$ cat config.mk
export PLATFORM = sky130hd
export DESIGN_NAME = ptc_top
export DESIGN_NICKNAME = d
export VERILOG_FILES = /design/src/verilog/ptc_pkg.sv /design/src/verilog/ptc_tick_if.sv /design/src/verilog/ptc_top.sv /design/src/verilog/ptc_prescaler.sv
export VERILOG_INCLUDE_DIRS = /design/src /design/src/verilog
export SDC_FILE = /design/constraint.sdc
export NUM_CORES = 1
export LEC_CHECK = 0
export ABC_AREA = 1
export BUFFER_PORTS_ARGS = -buffer_cell sky130_fd_sc_hd__buf_2
export CORE_MARGIN = 3
export CORE_UTILIZATION = 45
export CTS_CLUSTER_SIZE = 12
export DETAILED_ROUTE_END_ITERATION = 10
export PLACE_DENSITY = 0.66
export SKIP_LAST_GASP = 1
export SLEW_MARGIN = 20
export SYNTH_ARGS = -nofsm -noshare
export SYNTH_HDL_FRONTEND = slang
export SYNTH_SLANG_ARGS = --single-unit
$ cat constraint.sdc
create_clock -name pclk -period 4.5 [get_ports pclk]
set_input_delay 0 -clock pclk [delete_from_list [all_inputs] [get_ports pclk]]
set_output_delay 0 -clock pclk [all_outputs]
set_load 0.03 [all_outputs]
$ cat src/verilog/ptc_cfg.svh
// register map, field positions, reset values and divide constants
`ifndef PTC_CFG_SVH
`define PTC_CFG_SVH

`define PTC_ADDR_W 12
`define PTC_OFF_CTL 12'h000
`define PTC_OFF_CNT 12'h004
`define PTC_OFF_LIM 12'h008

`define PTC_FLAG_BIT 7
`define PTC_SRC_HI 6
`define PTC_SRC_LO 5
`define PTC_IE_BIT 4
`define PTC_DIV_HI 3
`define PTC_DIV_LO 0

`define PTC_CNT_RST 8'h00
`define PTC_LIM_RST 8'h00
`define PTC_SRC_RST 2'h0
`define PTC_DIV_RST 4'h0
`define PTC_DIV_OFF 4'h0

`define PTC_DIV_W 18
`define PTC_LO_EXP1 3
`define PTC_LO_EXP_OFS 3
`define PTC_HI_EXP_OFS 9

`define PTC_LO_DEC0 18'd1
`define PTC_LO_DEC1 18'd2
`define PTC_LO_DEC2 18'd4
`define PTC_LO_DEC3 18'd10
`define PTC_LO_DEC4 18'd16
`define PTC_LO_DEC5 18'd100
`define PTC_LO_DEC6 18'd500
`define PTC_LO_DEC7 18'd1000
`define PTC_HI_DEC0 18'd1000
`define PTC_HI_DEC1 18'd2000
`define PTC_HI_DEC2 18'd5000
`define PTC_HI_DEC3 18'd10000
`define PTC_HI_DEC4 18'd20000
`define PTC_HI_DEC5 18'd50000
`define PTC_HI_DEC6 18'd100000
`define PTC_HI_DEC7 18'd200000

`endif

$ cat src/verilog/ptc_pkg.sv
// shared types of the periodic tick counter
package ptc_pkg;

  typedef logic [7:0] ptc_byte_t;

  typedef enum logic [1:0] {
    PTC_SRC_LPO = 2'b00,
    PTC_SRC_EXT = 2'b01,
    PTC_SRC_INT = 2'b10,
    PTC_SRC_INT_ALT = 2'b11
  } ptc_src_t;

endpackage

$ cat src/verilog/ptc_tick_if.sv
// link between the register block and the prescaler
`timescale 1ns/10ps
`default_nettype none

interface ptc_tick_if #(parameter int DIV_W = 18);
  logic src_edge;
  logic clear;
  logic freeze;
  logic [DIV_W-1:0] divide;
  logic tick;

  modport ctrl (output src_edge, output clear, output freeze, output divide, input tick);
  modport presc (input src_edge, input clear, input freeze, input divide, output tick);
endinterface

`default_nettype wire

$ cat src/verilog/ptc_top.sv
// periodic tick counter with apb register access
//
// Register access over APB and the placing of the registers are this design's own decisions.
`timescale 1ns/10ps
`default_nettype none
`include "ptc_cfg.svh"

module ptc_top
  import ptc_pkg::*;
#(
  parameter int ADDR_W = `PTC_ADDR_W,
  parameter int DIV_W = `PTC_DIV_W
) (
  input wire logic pclk,
  input wire logic presetn,
  input wire logic psel,
  input wire logic penable,
  input wire logic pwrite,
  input wire logic [ADDR_W-1:0] paddr,
  input wire logic [31:0] pwdata,
  output logic [31:0] prdata,
  output logic pready,
  output logic pslverr,
  input wire logic lpo_clk,
  input wire logic ext_ref_clk,
  input wire logic int_ref_clk,
  input wire logic bdm_active,
  output logic tick_irq
);

  // ============================================================
  // helper functions
  function automatic logic [DIV_W-1:0] ptc_divide(input logic src0, input logic [3:0] code);
    logic [DIV_W-1:0] one;
    logic [DIV_W-1:0] val;
    one = DIV_W'(1);
    val = '0;
    if (code == `PTC_DIV_OFF) begin
      val = '0;
    end else if (!code[3]) begin
      if (!src0) begin
        if (code == 4'h1) begin
          val = one << `PTC_LO_EXP1;
        end else begin
          val = one << (code + `PTC_LO_EXP_OFS);
        end
      end else begin
        val = one << (code + `PTC_HI_EXP_OFS);
      end
    end else begin
      unique case ({src0, code[2:0]})
        4'h0: val = `PTC_LO_DEC0;
        4'h1: val = `PTC_LO_DEC1;
        4'h2: val = `PTC_LO_DEC2;
        4'h3: val = `PTC_LO_DEC3;
        4'h4: val = `PTC_LO_DEC4;
        4'h5: val = `PTC_LO_DEC5;
        4'h6: val = `PTC_LO_DEC6;
        4'h7: val = `PTC_LO_DEC7;
        4'h8: val = `PTC_HI_DEC0;
        4'h9: val = `PTC_HI_DEC1;
        4'ha: val = `PTC_HI_DEC2;
        4'hb: val = `PTC_HI_DEC3;
        4'hc: val = `PTC_HI_DEC4;
        4'hd: val = `PTC_HI_DEC5;
        4'he: val = `PTC_HI_DEC6;
        4'hf: val = `PTC_HI_DEC7;
      endcase
    end
    return val;
  endfunction

  function automatic logic ptc_hit(input logic [ADDR_W-1:0] addr, input logic [ADDR_W-1:0] off);
    return addr == off;
  endfunction

  // ============================================================
  // registers and state
  ptc_byte_t count_reg;
  ptc_byte_t limit_reg;
  ptc_src_t src_reg;
  logic [3:0] div_reg;
  logic flag_reg;
  logic ie_reg;
  logic [2:0] src_prev_reg;
  logic ack_reg;
  logic [31:0] prdata_reg;
  logic pslverr_reg;

  logic access;
  logic wr_en;
  logic hit_ctl;
  logic hit_cnt;
  logic hit_lim;
  logic mapped;
  logic wr_ctl;
  logic wr_lim;
  logic src_change;
  logic div_change;
  logic cfg_clear;
  logic [2:0] src_now;
  logic [2:0] src_rise;
  logic sel_edge;
  logic tick;
  logic wrap;
  logic flag_set;
  logic flag_clr;
  ptc_src_t src_wr;
  logic [3:0] div_wr;
  logic [31:0] rd_mux;

  ptc_tick_if #(.DIV_W(DIV_W)) tick_bus ();

  // ============================================================
  // apb decode: one wait state, read data registered
  assign access = psel && penable;
  assign pready = access && ack_reg;
  assign prdata = prdata_reg;
  assign pslverr = pslverr_reg && pready;
  assign wr_en = pready && pwrite;

  assign hit_ctl = ptc_hit(paddr, `PTC_OFF_CTL);
  assign hit_cnt = ptc_hit(paddr, `PTC_OFF_CNT);
  assign hit_lim = ptc_hit(paddr, `PTC_OFF_LIM);
  assign mapped = hit_ctl || hit_cnt || hit_lim;

  always_ff @(posedge pclk or negedge presetn) begin
    if (!presetn) begin
      ack_reg <= 1'b0;
    end else begin
      ack_reg <= access && !ack_reg;
    end
  end

  always_comb begin
    rd_mux = '0;
    if (hit_ctl) begin
      rd_mux[`PTC_FLAG_BIT] = flag_reg;
      rd_mux[`PTC_SRC_HI:`PTC_SRC_LO] = src_reg;
      rd_mux[`PTC_IE_BIT] = ie_reg;
      rd_mux[`PTC_DIV_HI:`PTC_DIV_LO] = div_reg;
    end else if (hit_cnt) begin
      rd_mux[7:0] = count_reg;
    end else if (hit_lim) begin
      rd_mux[7:0] = limit_reg;
    end
  end

  always_ff @(posedge pclk or negedge presetn) begin
    if (!presetn) begin
      prdata_reg <= '0;
      pslverr_reg <= 1'b0;
    end else if (access && !ack_reg) begin
      prdata_reg <= pwrite ? '0 : rd_mux;
      pslverr_reg <= !mapped;
    end
  end

  // ============================================================
  // write decode and config-change detection
  assign wr_ctl = wr_en && hit_ctl;
  assign wr_lim = wr_en && hit_lim;
  assign src_wr = ptc_src_t'(pwdata[`PTC_SRC_HI:`PTC_SRC_LO]);
  assign div_wr = pwdata[`PTC_DIV_HI:`PTC_DIV_LO];
  assign src_change = wr_ctl && (src_wr != src_reg);
  assign div_change = wr_ctl && (div_wr != div_reg);
  assign cfg_clear = wr_lim || src_change || div_change;

  // ============================================================
  // control and limit registers
  always_ff @(posedge pclk or negedge presetn) begin
    if (!presetn) begin
      src_reg <= ptc_src_t'(`PTC_SRC_RST);
      div_reg <= `PTC_DIV_RST;
      ie_reg <= 1'b0;
    end else if (wr_ctl) begin
      src_reg <= src_wr;
      div_reg <= div_wr;
      ie_reg <= pwdata[`PTC_IE_BIT];
    end
  end

  always_ff @(posedge pclk or negedge presetn) begin
    if (!presetn) begin
      limit_reg <= `PTC_LIM_RST;
    end else if (wr_lim) begin
      limit_reg <= pwdata[7:0];
    end
  end

  // ============================================================
  // source selection: edges taken per source so a switch never fakes one
  assign src_now = {int_ref_clk, ext_ref_clk, lpo_clk};
  assign src_rise = src_now & ~src_prev_reg;

  always_ff @(posedge pclk or negedge presetn) begin
    if (!presetn) begin
      src_prev_reg <= '0;
    end else begin
      src_prev_reg <= src_now;
    end
  end

  always_comb begin
    unique case (src_reg)
      PTC_SRC_LPO: sel_edge = src_rise[0];
      PTC_SRC_EXT: sel_edge = src_rise[1];
      PTC_SRC_INT: sel_edge = src_rise[2];
      PTC_SRC_INT_ALT: sel_edge = src_rise[2];
    endcase
  end

  // ============================================================
  // prescaler
  assign tick_bus.src_edge = sel_edge;
  assign tick_bus.clear = cfg_clear;
  assign tick_bus.freeze = bdm_active;
  assign tick_bus.divide = ptc_divide(src_reg[0], div_reg);
  assign tick = tick_bus.tick;

  ptc_prescaler #(.DIV_W(DIV_W)) u_presc (
    .pclk(pclk),
    .presetn(presetn),
    .bus(tick_bus)
  );

  // ============================================================
  // main counter; count register has no write path
  assign wrap = tick && (count_reg == limit_reg) && !cfg_clear;

  always_ff @(posedge pclk or negedge presetn) begin
    if (!presetn) begin
      count_reg <= `PTC_CNT_RST;
    end else if (cfg_clear) begin
      count_reg <= `PTC_CNT_RST;
    end else if (tick && !bdm_active) begin
      count_reg <= wrap ? `PTC_CNT_RST : count_reg + 8'h01;
    end
  end

  // ============================================================
  // flag and interrupt request; a set beats a same-cycle clear
  assign flag_set = wrap && !bdm_active;
  assign flag_clr = wr_ctl && pwdata[`PTC_FLAG_BIT];

  always_ff @(posedge pclk or negedge presetn) begin
    if (!presetn) begin
      flag_reg <= 1'b0;
    end else begin
      flag_reg <= flag_set || (flag_reg && !flag_clr);
    end
  end

  assign tick_irq = flag_reg && ie_reg;

  // ============================================================
  // checks
  property p_irq_follows;
    @(posedge pclk) disable iff (!presetn)
    (flag_set && ie_reg && !wr_ctl) |=> tick_irq;
  endproperty
  a_irq_follows: assert property (p_irq_follows)
    else $error("irq does not follow flag and enable");

  property p_lim_clears;
    @(posedge pclk) disable iff (!presetn)
    wr_lim |=> (count_reg == `PTC_CNT_RST) && (limit_reg == $past(pwdata[7:0]));
  endproperty
  a_lim_clears: assert property (p_lim_clears)
    else $error("limit write did not clear count");

  property p_src_clears;
    @(posedge pclk) disable iff (!presetn)
    src_change |=> (count_reg == `PTC_CNT_RST) && !tick;
  endproperty
  a_src_clears: assert property (p_src_clears)
    else $error("source change did not clear count");

  property p_div_clears;
    @(posedge pclk) disable iff (!presetn)
    div_change |=> (count_reg == `PTC_CNT_RST) && !tick;
  endproperty
  a_div_clears: assert property (p_div_clears)
    else $error("divider change did not clear count");

  property p_wrap_flag;
    @(posedge pclk) disable iff (!presetn)
    (tick && !bdm_active && !cfg_clear && count_reg == limit_reg)
      |=> flag_reg && count_reg == `PTC_CNT_RST;
  endproperty
  a_wrap_flag: assert property (p_wrap_flag)
    else $error("wrap did not set flag");

  property p_no_early_flag;
    @(posedge pclk) disable iff (!presetn)
    (!flag_reg && !(tick && count_reg == limit_reg)) |=> !flag_reg;
  endproperty
  a_no_early_flag: assert property (p_no_early_flag)
    else $error("flag set without wrap");

  property p_step;
    @(posedge pclk) disable iff (!presetn)
    (tick && !bdm_active && !cfg_clear && count_reg != limit_reg)
      |=> count_reg == $past(count_reg) + 8'h01;
  endproperty
  a_step: assert property (p_step)
    else $error("count did not step by one");

  property p_freeze;
    @(posedge pclk) disable iff (!presetn)
    (bdm_active && !cfg_clear) |=> $stable(count_reg);
  endproperty
  a_freeze: assert property (p_freeze)
    else $error("count moved during debug");

  property p_w1c;
    @(posedge pclk) disable iff (!presetn)
    (flag_clr && !flag_set) |=> !flag_reg && !tick_irq;
  endproperty
  a_w1c: assert property (p_w1c)
    else $error("write one did not clear flag");

  property p_w0_keeps;
    @(posedge pclk) disable iff (!presetn)
    (flag_reg && wr_ctl && !pwdata[`PTC_FLAG_BIT]) |=> flag_reg;
  endproperty
  a_w0_keeps: assert property (p_w0_keeps)
    else $error("write zero changed flag");

  property p_cnt_ro;
    @(posedge pclk) disable iff (!presetn)
    (wr_en && hit_cnt && !tick) |=> $stable(count_reg);
  endproperty
  a_cnt_ro: assert property (p_cnt_ro)
    else $error("count register took a write");

  property p_off_stays;
    @(posedge pclk) disable iff (!presetn)
    (div_reg == `PTC_DIV_OFF && !cfg_clear) |=> $stable(count_reg) && !tick;
  endproperty
  a_off_stays: assert property (p_off_stays)
    else $error("counting while prescaler off");

  property p_apb_wait;
    @(posedge pclk) disable iff (!presetn)
    (psel && !penable) ##1 (psel && penable) |-> !pready ##1 pready;
  endproperty
  a_apb_wait: assert property (p_apb_wait)
    else $error("apb answer not after one wait state");

endmodule

`default_nettype wire

$ cat src/verilog/ptc_prescaler.sv
// prescaler: divides selected source edges into one-cycle ticks
`timescale 1ns/10ps
`default_nettype none
`include "ptc_cfg.svh"

module ptc_prescaler #(
  parameter int DIV_W = `PTC_DIV_W
) (
  input wire logic pclk,
  input wire logic presetn,
  ptc_tick_if.presc bus
);

  logic [DIV_W-1:0] pre_cnt_reg;
  logic tick_reg;
  logic running;
  logic last;

  // divide value zero means off
  assign running = (bus.divide != '0) && !bus.freeze;
  assign last = (pre_cnt_reg == bus.divide - DIV_W'(1));

  // ============================================================
  // divider count
  always_ff @(posedge pclk or negedge presetn) begin
    if (!presetn) begin
      pre_cnt_reg <= '0;
    end else if (bus.clear) begin
      pre_cnt_reg <= '0;
    end else if (running && bus.src_edge) begin
      pre_cnt_reg <= last ? '0 : pre_cnt_reg + DIV_W'(1);
    end
  end

  // ============================================================
  // output tick, one cycle per divided period
  always_ff @(posedge pclk or negedge presetn) begin
    if (!presetn) begin
      tick_reg <= 1'b0;
    end else begin
      tick_reg <= !bus.clear && running && bus.src_edge && last;
    end
  end

  assign bus.tick = tick_reg;

  property p_off_no_tick;
    @(posedge pclk) disable iff (!presetn)
    (bus.divide == '0) |=> !tick_reg;
  endproperty
  a_off_no_tick: assert property (p_off_no_tick)
    else $error("prescaler ticked while off");

endmodule

`default_nettype wire

==> results_dict.tcl, run 1 <==
set metrics [dict create \
    status "finished clean" \
    slowest_stage "dfrtp_1" \
    gr-total-overflow 0 \
    drt_iter0_drc 359 \
    min_to "div_reg[1]" \
    postRouteAntennaNets 0 \
    initial_utilization 0.464 \
    synth_edf_count 0 \
    power.switching_mw 0.260 \
    criticalPathCategory "flip-flop to flip-flop" \
    largest_register_ffs 18 \
    worst-path-buf-inv 2 \
    cp.required_ns 4.74 \
    die_h_um 115 \
    critical-path-max-stage-delay_ns 0.58 \
    clockBufferDepth 2 \
    numPortBuffers 39 \
    drv_cap 0 \
    die_area_um2 13200 \
    synth.ff_latch_count 56 \
    dr.pass1.iters 7 \
    vias_per_cell 5.13 \
    pwr-share-comb 0.086 \
    peakVddDrop_uv 143 \
    max_freq_mhz 265 \
    root_buffer "clkbuf_16" \
    yosys-top-cells-area "dfrtp_1, nand2_1, nand3_1" \
    fin_worst_skew_ns 0.00952 \
    p_int_mw 0.747 \
    ff2ff_setup_slack_ns 0.73 \
    cts_sinks 56 \
    drive_gt1_frac 0.158 \
    multi_input_area_um2 3370 \
    switching_share 0.258 \
    core_area_um2 11500 \
    postCtsSetupBuffers 0 \
    synth-main-ff-cell "dfrtp_1" \
    dpl_cell_area_um2 5550 \
    hold_start "pwdata[1]" \
    diodes 0 \
    period_share 0.839 \
    seqPwrFrac 0.508 \
    synth_cells 805 \
    clk_latency_ns 0.30 \
    antenna_found_initial 0 \
    p_per_area_nw_per_um2 173 \
    seq_area_frac_synth 0.262 \
    critPathTopFamily "simple AND/OR/NAND/NOR gates" \
    worstPathCellList "ha_1 -> ha_1 -> nand2_1 -> inv_1 -> nand3_1 -> nand2_1 -> a21oi_4 -> ha_1 -> nand2_4 -> nor2_4 -> nand2_2 -> inv_2 -> nand3_2 -> nor2_1 -> nor3_4 -> nor2_4 -> nand2_1 -> nand2_1" \
    grtUsageTotal 0.215 \
    fill_cells 1183 \
    p_leak_nw 3.08 \
    syn-mean-instance-area_um2 6.64 \
    hold_depth 3 \
    wl_um 13800 \
    period_minus_slack_ns 3.77 \
    final_cell_area_um2 5810 \
    tns_ns 0 \
    synth_top_area_frac 0.262 \
    fin_hold_ws_ns 0.0132 \
    vias 5104 \
    dp_hpwl_um 10700 \
    crit_path_start_kind "flip-flop" \
    async_reset_ff_frac 1.00 \
    tightest_slew_ns 0.734 \
    rows 39 \
    grt_pass1_wl_um 22800 \
    htree_levels 2 \
    ios 88 \
    final_cell_mix "nand2_1, inv_1, nor2_1" \
    grt_pass1_vias 4659 \
    setup_viol 0 \
    cts_tree "built" \
    register_area_um2 1400 \
    reg2reg_depth 18 \
    crit_path_end_kind "flip-flop" \
    finalHoldViolations 0 \
    final_common_cell "nand2_1" \
    cp_common_cell "nand2_1" \
    clkTransAtPathRegs_ns 0.07 \
    cts_inserted_buffers 5 \
    route.detailed.wl_per_inst_um 13.9 \
    relSlewSlack 0.511 \
    worstReg2RegEnd "u_presc.pre_cnt_reg[13]" \
    yosysTopAreaCell "dfrtp_1" \
    remaining_drc_errors 0 \
    netlist_area_um2 5350 \
    rsz0062_at_grt "false" \
    nNetsFinal 917 \
    slew_viol_final 0 \
    grt_max_degree 57 \
    gp_congestion 0.922 \
    finalPower_mw 1.01 \
    critPathMaxFanout 18 \
    synth_cell_types 47 \
    clkPwrFrac 0.406 \
    area_growth_pct 8.68 \
    cp.arrival_ns 4.01 \
    die_w_um 115 \
    crit-reg2reg-launch "div_reg[0]" \
    min_path_type "input port to flip-flop" \
    yosys_warnings 0 \
]
[power groups by stage]
stage / sequential, mW / combinational (mW) / clock, mW
after global routing: 0.513 / 0.0965 / 0.440
after floorplan: 0.521 / 0.0639 / 0
after global placement: 0.522 / 0.0785 / 0
after detailed placement: 0.522 / 0.0786 / 0
after CTS: 0.512 / 0.0861 / 0.421
final: 0.512 / 0.0864 / 0.410
[routing by layer]
metal  vias to the layer above  share of wire  global-route usage
met2                       152           0.46               0.332
met5                         -              0                   0
li1                       2654              -                   -
met3                        18          0.049              0.0163
met1                      2280           0.47               0.316
met4                         0          0.024              0.0782
[synth_stat cells (9+ instances only)]
cell	instances
o21ai_0	48
ha_1	13
nand2_1	223
inv_1	85
xor2_1	24
nand2_2	25
nor2_1	84
nor3_1	12
nor2_2	12
a21oi_1	13
nand3_1	67
nand4_1	15
inv_2	9
buf_4	27
nor2_4	13
dfrtp_1	56
[worst min-delay path: stages]
cell and delay, ns:
buf_2 0.11, inv_1 0.07, o21ai_0 0.08
[metrics by stage]
step	util	setup WS, ns	std cells
5_1_grt	0.505	0.432	995
4_1_cts	0.505	0.775	995
6_report	0.505	0.726	995
2_1_floorplan	-	1.31	828
3_5_place_dp	0.482	0.795	976
3_3_place_gp	0.482	0.806	976
[how the worst max path moves through the flow]
stage	start	to	slack, ns	cells after the start
floorplan	div_reg[0]	u_presc.pre_cnt_reg[8]	1.31	23
global placement	div_reg[0]	u_presc.pre_cnt_reg[10]	0.81	21
detailed placement	div_reg[0]	u_presc.pre_cnt_reg[1]	0.79	21
CTS	div_reg[0]	u_presc.pre_cnt_reg[10]	0.77	21
global route	div_reg[0]	u_presc.pre_cnt_reg[10]	0.43	23
finish	div_reg[0]	u_presc.pre_cnt_reg[13]	0.73	18
[area by class of cell]
type,instances,area share
multi-input combinational,637,0.581
clock buffer,5,0.0215
sequential,56,0.241
timing repair buffer,55,0.0590
tap,143,0.0308
inverter,96,0.0620
clock inverter,3,0.00495
[cells by family (layout without fill, tap and decap cells)]
logic type	Yosys count	count (layout)	synth area share
DFF	56	56	0.262
buffers and inverters	135	159	0.123
and+or+nand+nor	476	476	0.426
other	1	24	0.000701
xor gates and xnor gates	28	28	0.0459
AOI/OAI and AO/OA	96	96	0.112
adders and majority gates	13	13	0.0304
[repair_timing]
item,in CTS,in global routing
hold buffers,11,0
gates resized for setup,0,0
hold endpoints to repair,66,0
No activity file was read; power rests on OpenSTA's default activity.
==> run 2: changes to the inputs <==
--- a/config.mk
+++ b/config.mk
@@ -12,7 +12,7 @@
 export CORE_UTILIZATION = 45
 export CTS_CLUSTER_SIZE = 12
 export DETAILED_ROUTE_END_ITERATION = 10
-export PLACE_DENSITY = 0.66
+export PLACE_DENSITY = 0.69
 export SKIP_LAST_GASP = 1
 export SLEW_MARGIN = 20
 export SYNTH_ARGS = -nofsm -noshare
==> constraint.sdc (replaced) <==
create_clock -name pclk -period 3.2 [get_ports pclk]
set_input_delay 0 -clock pclk [delete_from_list [all_inputs] [get_ports pclk]]
set_output_delay 0 -clock pclk [all_outputs]
set_load 0.03 [all_outputs]
==> run 2 against run 1 <==
Compared with the run above: maximum frequency is 22% higher; hold slack got worse by 0.0051 ns; wire length rose by 11%; cell area rose by 12%; global-route usage up 1.0 points; non-clock buffer count increased by 49; clock power grew 36%; sequential power up 41%; largest cell class unchanged; critical path type unchanged; via count increased by 8.4%; clock-buffer cell count did not move; first-iteration DRC count up 5.6%.
==> results_dict.tcl, run 2 (synthesis results as in run 1) <==
set metrics [dict create \
    status "finished clean" \
    max_freq_mhz 324 \
    crit_path_start_kind "flip-flop" \
    clk_latency_ns 0.30 \
    die_area_um2 13200 \
    wl_met3_um 829 \
    tightest_slew_ns 0.595 \
    fin_util 0.567 \
    rows 39 \
    relSlewSlack 0.603 \
    p_per_area_nw_per_um2 214 \
    drive_gt1_frac 0.263 \
    drv_cap 0 \
    cts_sinks 56 \
    route.detailed.wl_per_inst_um 14.6 \
    final_cell_mix "nand2_1, inv_1, nor2_1" \
    drt_iter0_drc 379 \
    gp_congestion 0.973 \
    dpl_cell_area_um2 5840 \
    setup_viol 0 \
    grtUsageTotal 0.225 \
    stdcell_count 1047 \
    ios 88 \
    dr.pass1.iters 6 \
    cts_tree "built" \
    period_share 0.963 \
    root_buffer "clkbuf_16" \
    crit_path_end_kind "flip-flop" \
    postRouteAntennaNets 0 \
    cp.required_ns 3.39 \
    cp.arrival_ns 3.27 \
    worstPathCellList "inv_2 -> buf_4 -> ha_4 -> buf_4 -> nand2_2 -> nor2_1 -> nand3_2 -> nand2_4 -> a21oi_4 -> ha_4 -> xor2_1 -> nand3_1 -> nor2_1 -> nand3_1 -> nor2_2 -> nand3_2 -> nor2_4 -> buf_6 -> nand3_4 -> nand2_2 -> nand2_1" \
    final_common_cell "nand2_1" \
    min_path_type "input port to flip-flop" \
    antenna_found_initial 0 \
    peakVddDrop_uv 226 \
    final_cell_area_um2 6530 \
    numPortBuffers 39 \
    fin_hold_ws_ns 0.00812 \
    period_minus_slack_ns 3.08 \
    remaining_drc_errors 0 \
    gr-total-overflow 0 \
    core_area_um2 11500 \
    dp.cells 1013 \
    slowest_stage "dfrtp_2" \
    worst-path-buf-inv 4 \
    p_leak_nw 3.37 \
    finalHoldViolations 0 \
    die_w_um 115 \
    grt_max_degree 48 \
    wl_met2_um 7280 \
    criticalPathCategory "flip-flop to flip-flop" \
    vias 5534 \
    wl_um 15300 \
    grt_pass1_vias 4943 \
    nNetsFinal 969 \
    critical-path-max-stage-delay_ns 0.44 \
    grt_pass1_wl_um 24000 \
    fin_worst_skew_ns 0.00850 \
    area_growth_pct 22.1 \
    vias_per_cell 5.29 \
    clkTransAtPathRegs_ns 0.08 \
    die_h_um 115 \
    top_layer "met4" \
    clockBufferDepth 2 \
    slew_viol_final 0 \
    critPathMaxFanout 5 \
    cts_inserted_buffers 5 \
    initial_utilization 0.464 \
    critPathTopFamily "simple AND/OR/NAND/NOR gates" \
    largest_register_ffs 18 \
    drt-met1-wl_um 6870 \
    diodes 0 \
    htree_levels 2 \
    dp_hpwl_um 11500 \
]
[run 2: changes by cell type in the layout (fill, tap and decap cells not counted), moves of 7 or more]
cell	previous run	this run
buf_4	5	49
ha_1	13	5
nand2_1	223	206
ha_4	0	7
nor2_1	84	74
nand2_2	25	36
[run 2: metrics by stage]
| step | setup slack [ns] | total power [mW] | setup TNS [ns] |
|---|---|---|---|
| 3_5_place_dp | -0.0180 | 0.845 | -0.122 |
| 4_1_cts | 0.00544 | 1.40 | 0 |
| 6_report | 0.118 | 1.40 | 0 |
| 5_1_grt | -0.0510 | 1.46 | -0.347 |
| 3_3_place_gp | 0.00598 | 0.845 | 0 |
| 2_1_floorplan | 0.0103 | 0.823 | 0 |
[run 2: path summary, 6_finish.rpt]
path	cells past startpoint	start	to	slack, ns
min reg2reg	2	prdata[4]	prdata[4]	0.49
max reg2reg	21	div_reg[1]	u_presc.pre_cnt_reg[4]	0.12
min	3	pwdata[5]	limit_reg[5]	0.008
max in group asynchronous	3	presetn	div_reg[2]	2.21
max	21	div_reg[1]	u_presc.pre_cnt_reg[4]	0.12
min in group asynchronous	2	presetn	u_presc.pre_cnt_reg[7]	0.10
[run 2: what timing repair did]
action	4_1_cts	5_1_grt
resized for setup	1	74
cloned	1	2
endpoints found under the hold margin	17	0
pin swaps	1	30
setup endpoints to repair	18	19
hold buffers	9	0
setup buffers	0	14
[run 2: power by group]
group,switching (mW),internal [mW],leakage [nW],total [mW]
Clock,0.265,0.292,0.0702,0.557
Sequential,0.00551,0.715,0.757,0.720
Combinational,0.0869,0.0333,2.55,0.120
[run 2: area by class of cell]
| class | count | area (um2) |
|---|---|---|
| fill | 1096 | 4990 |
| multi-input combinational | 640 | 3680 |
| sequential | 56 | 1410 |
| timing repair buffer | 104 | 749 |
| inverter | 96 | 363 |
| tap | 143 | 179 |
| clock buffer | 5 | 125 |
| clock inverter | 3 | 21.3 |
[run 2: worst register-to-register path, cell delays in order (launching register included)]
cell and delay [ns]:
dfrtp_2 0.44, inv_2 0.09, buf_4 0.13, ha_4 0.16
buf_4 0.12, nand2_2 0.04, nor2_1 0.15, nand3_2 0.13
nand2_4 0.12, a21oi_4 0.07, ha_4 0.28, xor2_1 0.13
nand3_1 0.11, nor2_1 0.10, nand3_1 0.09, nor2_2 0.13
nand3_2 0.12, nor2_4 0.16, buf_6 0.12, nand3_4 0.14
nand2_2 0.10, nand2_1 0.04
[run 2: per-layer routing]
layer	up-vias	track usage
li1	2760	-
met1	2564	0.316
met2	180	0.365
met3	30	0.0347
met4	0	0.0563
met5	-	0
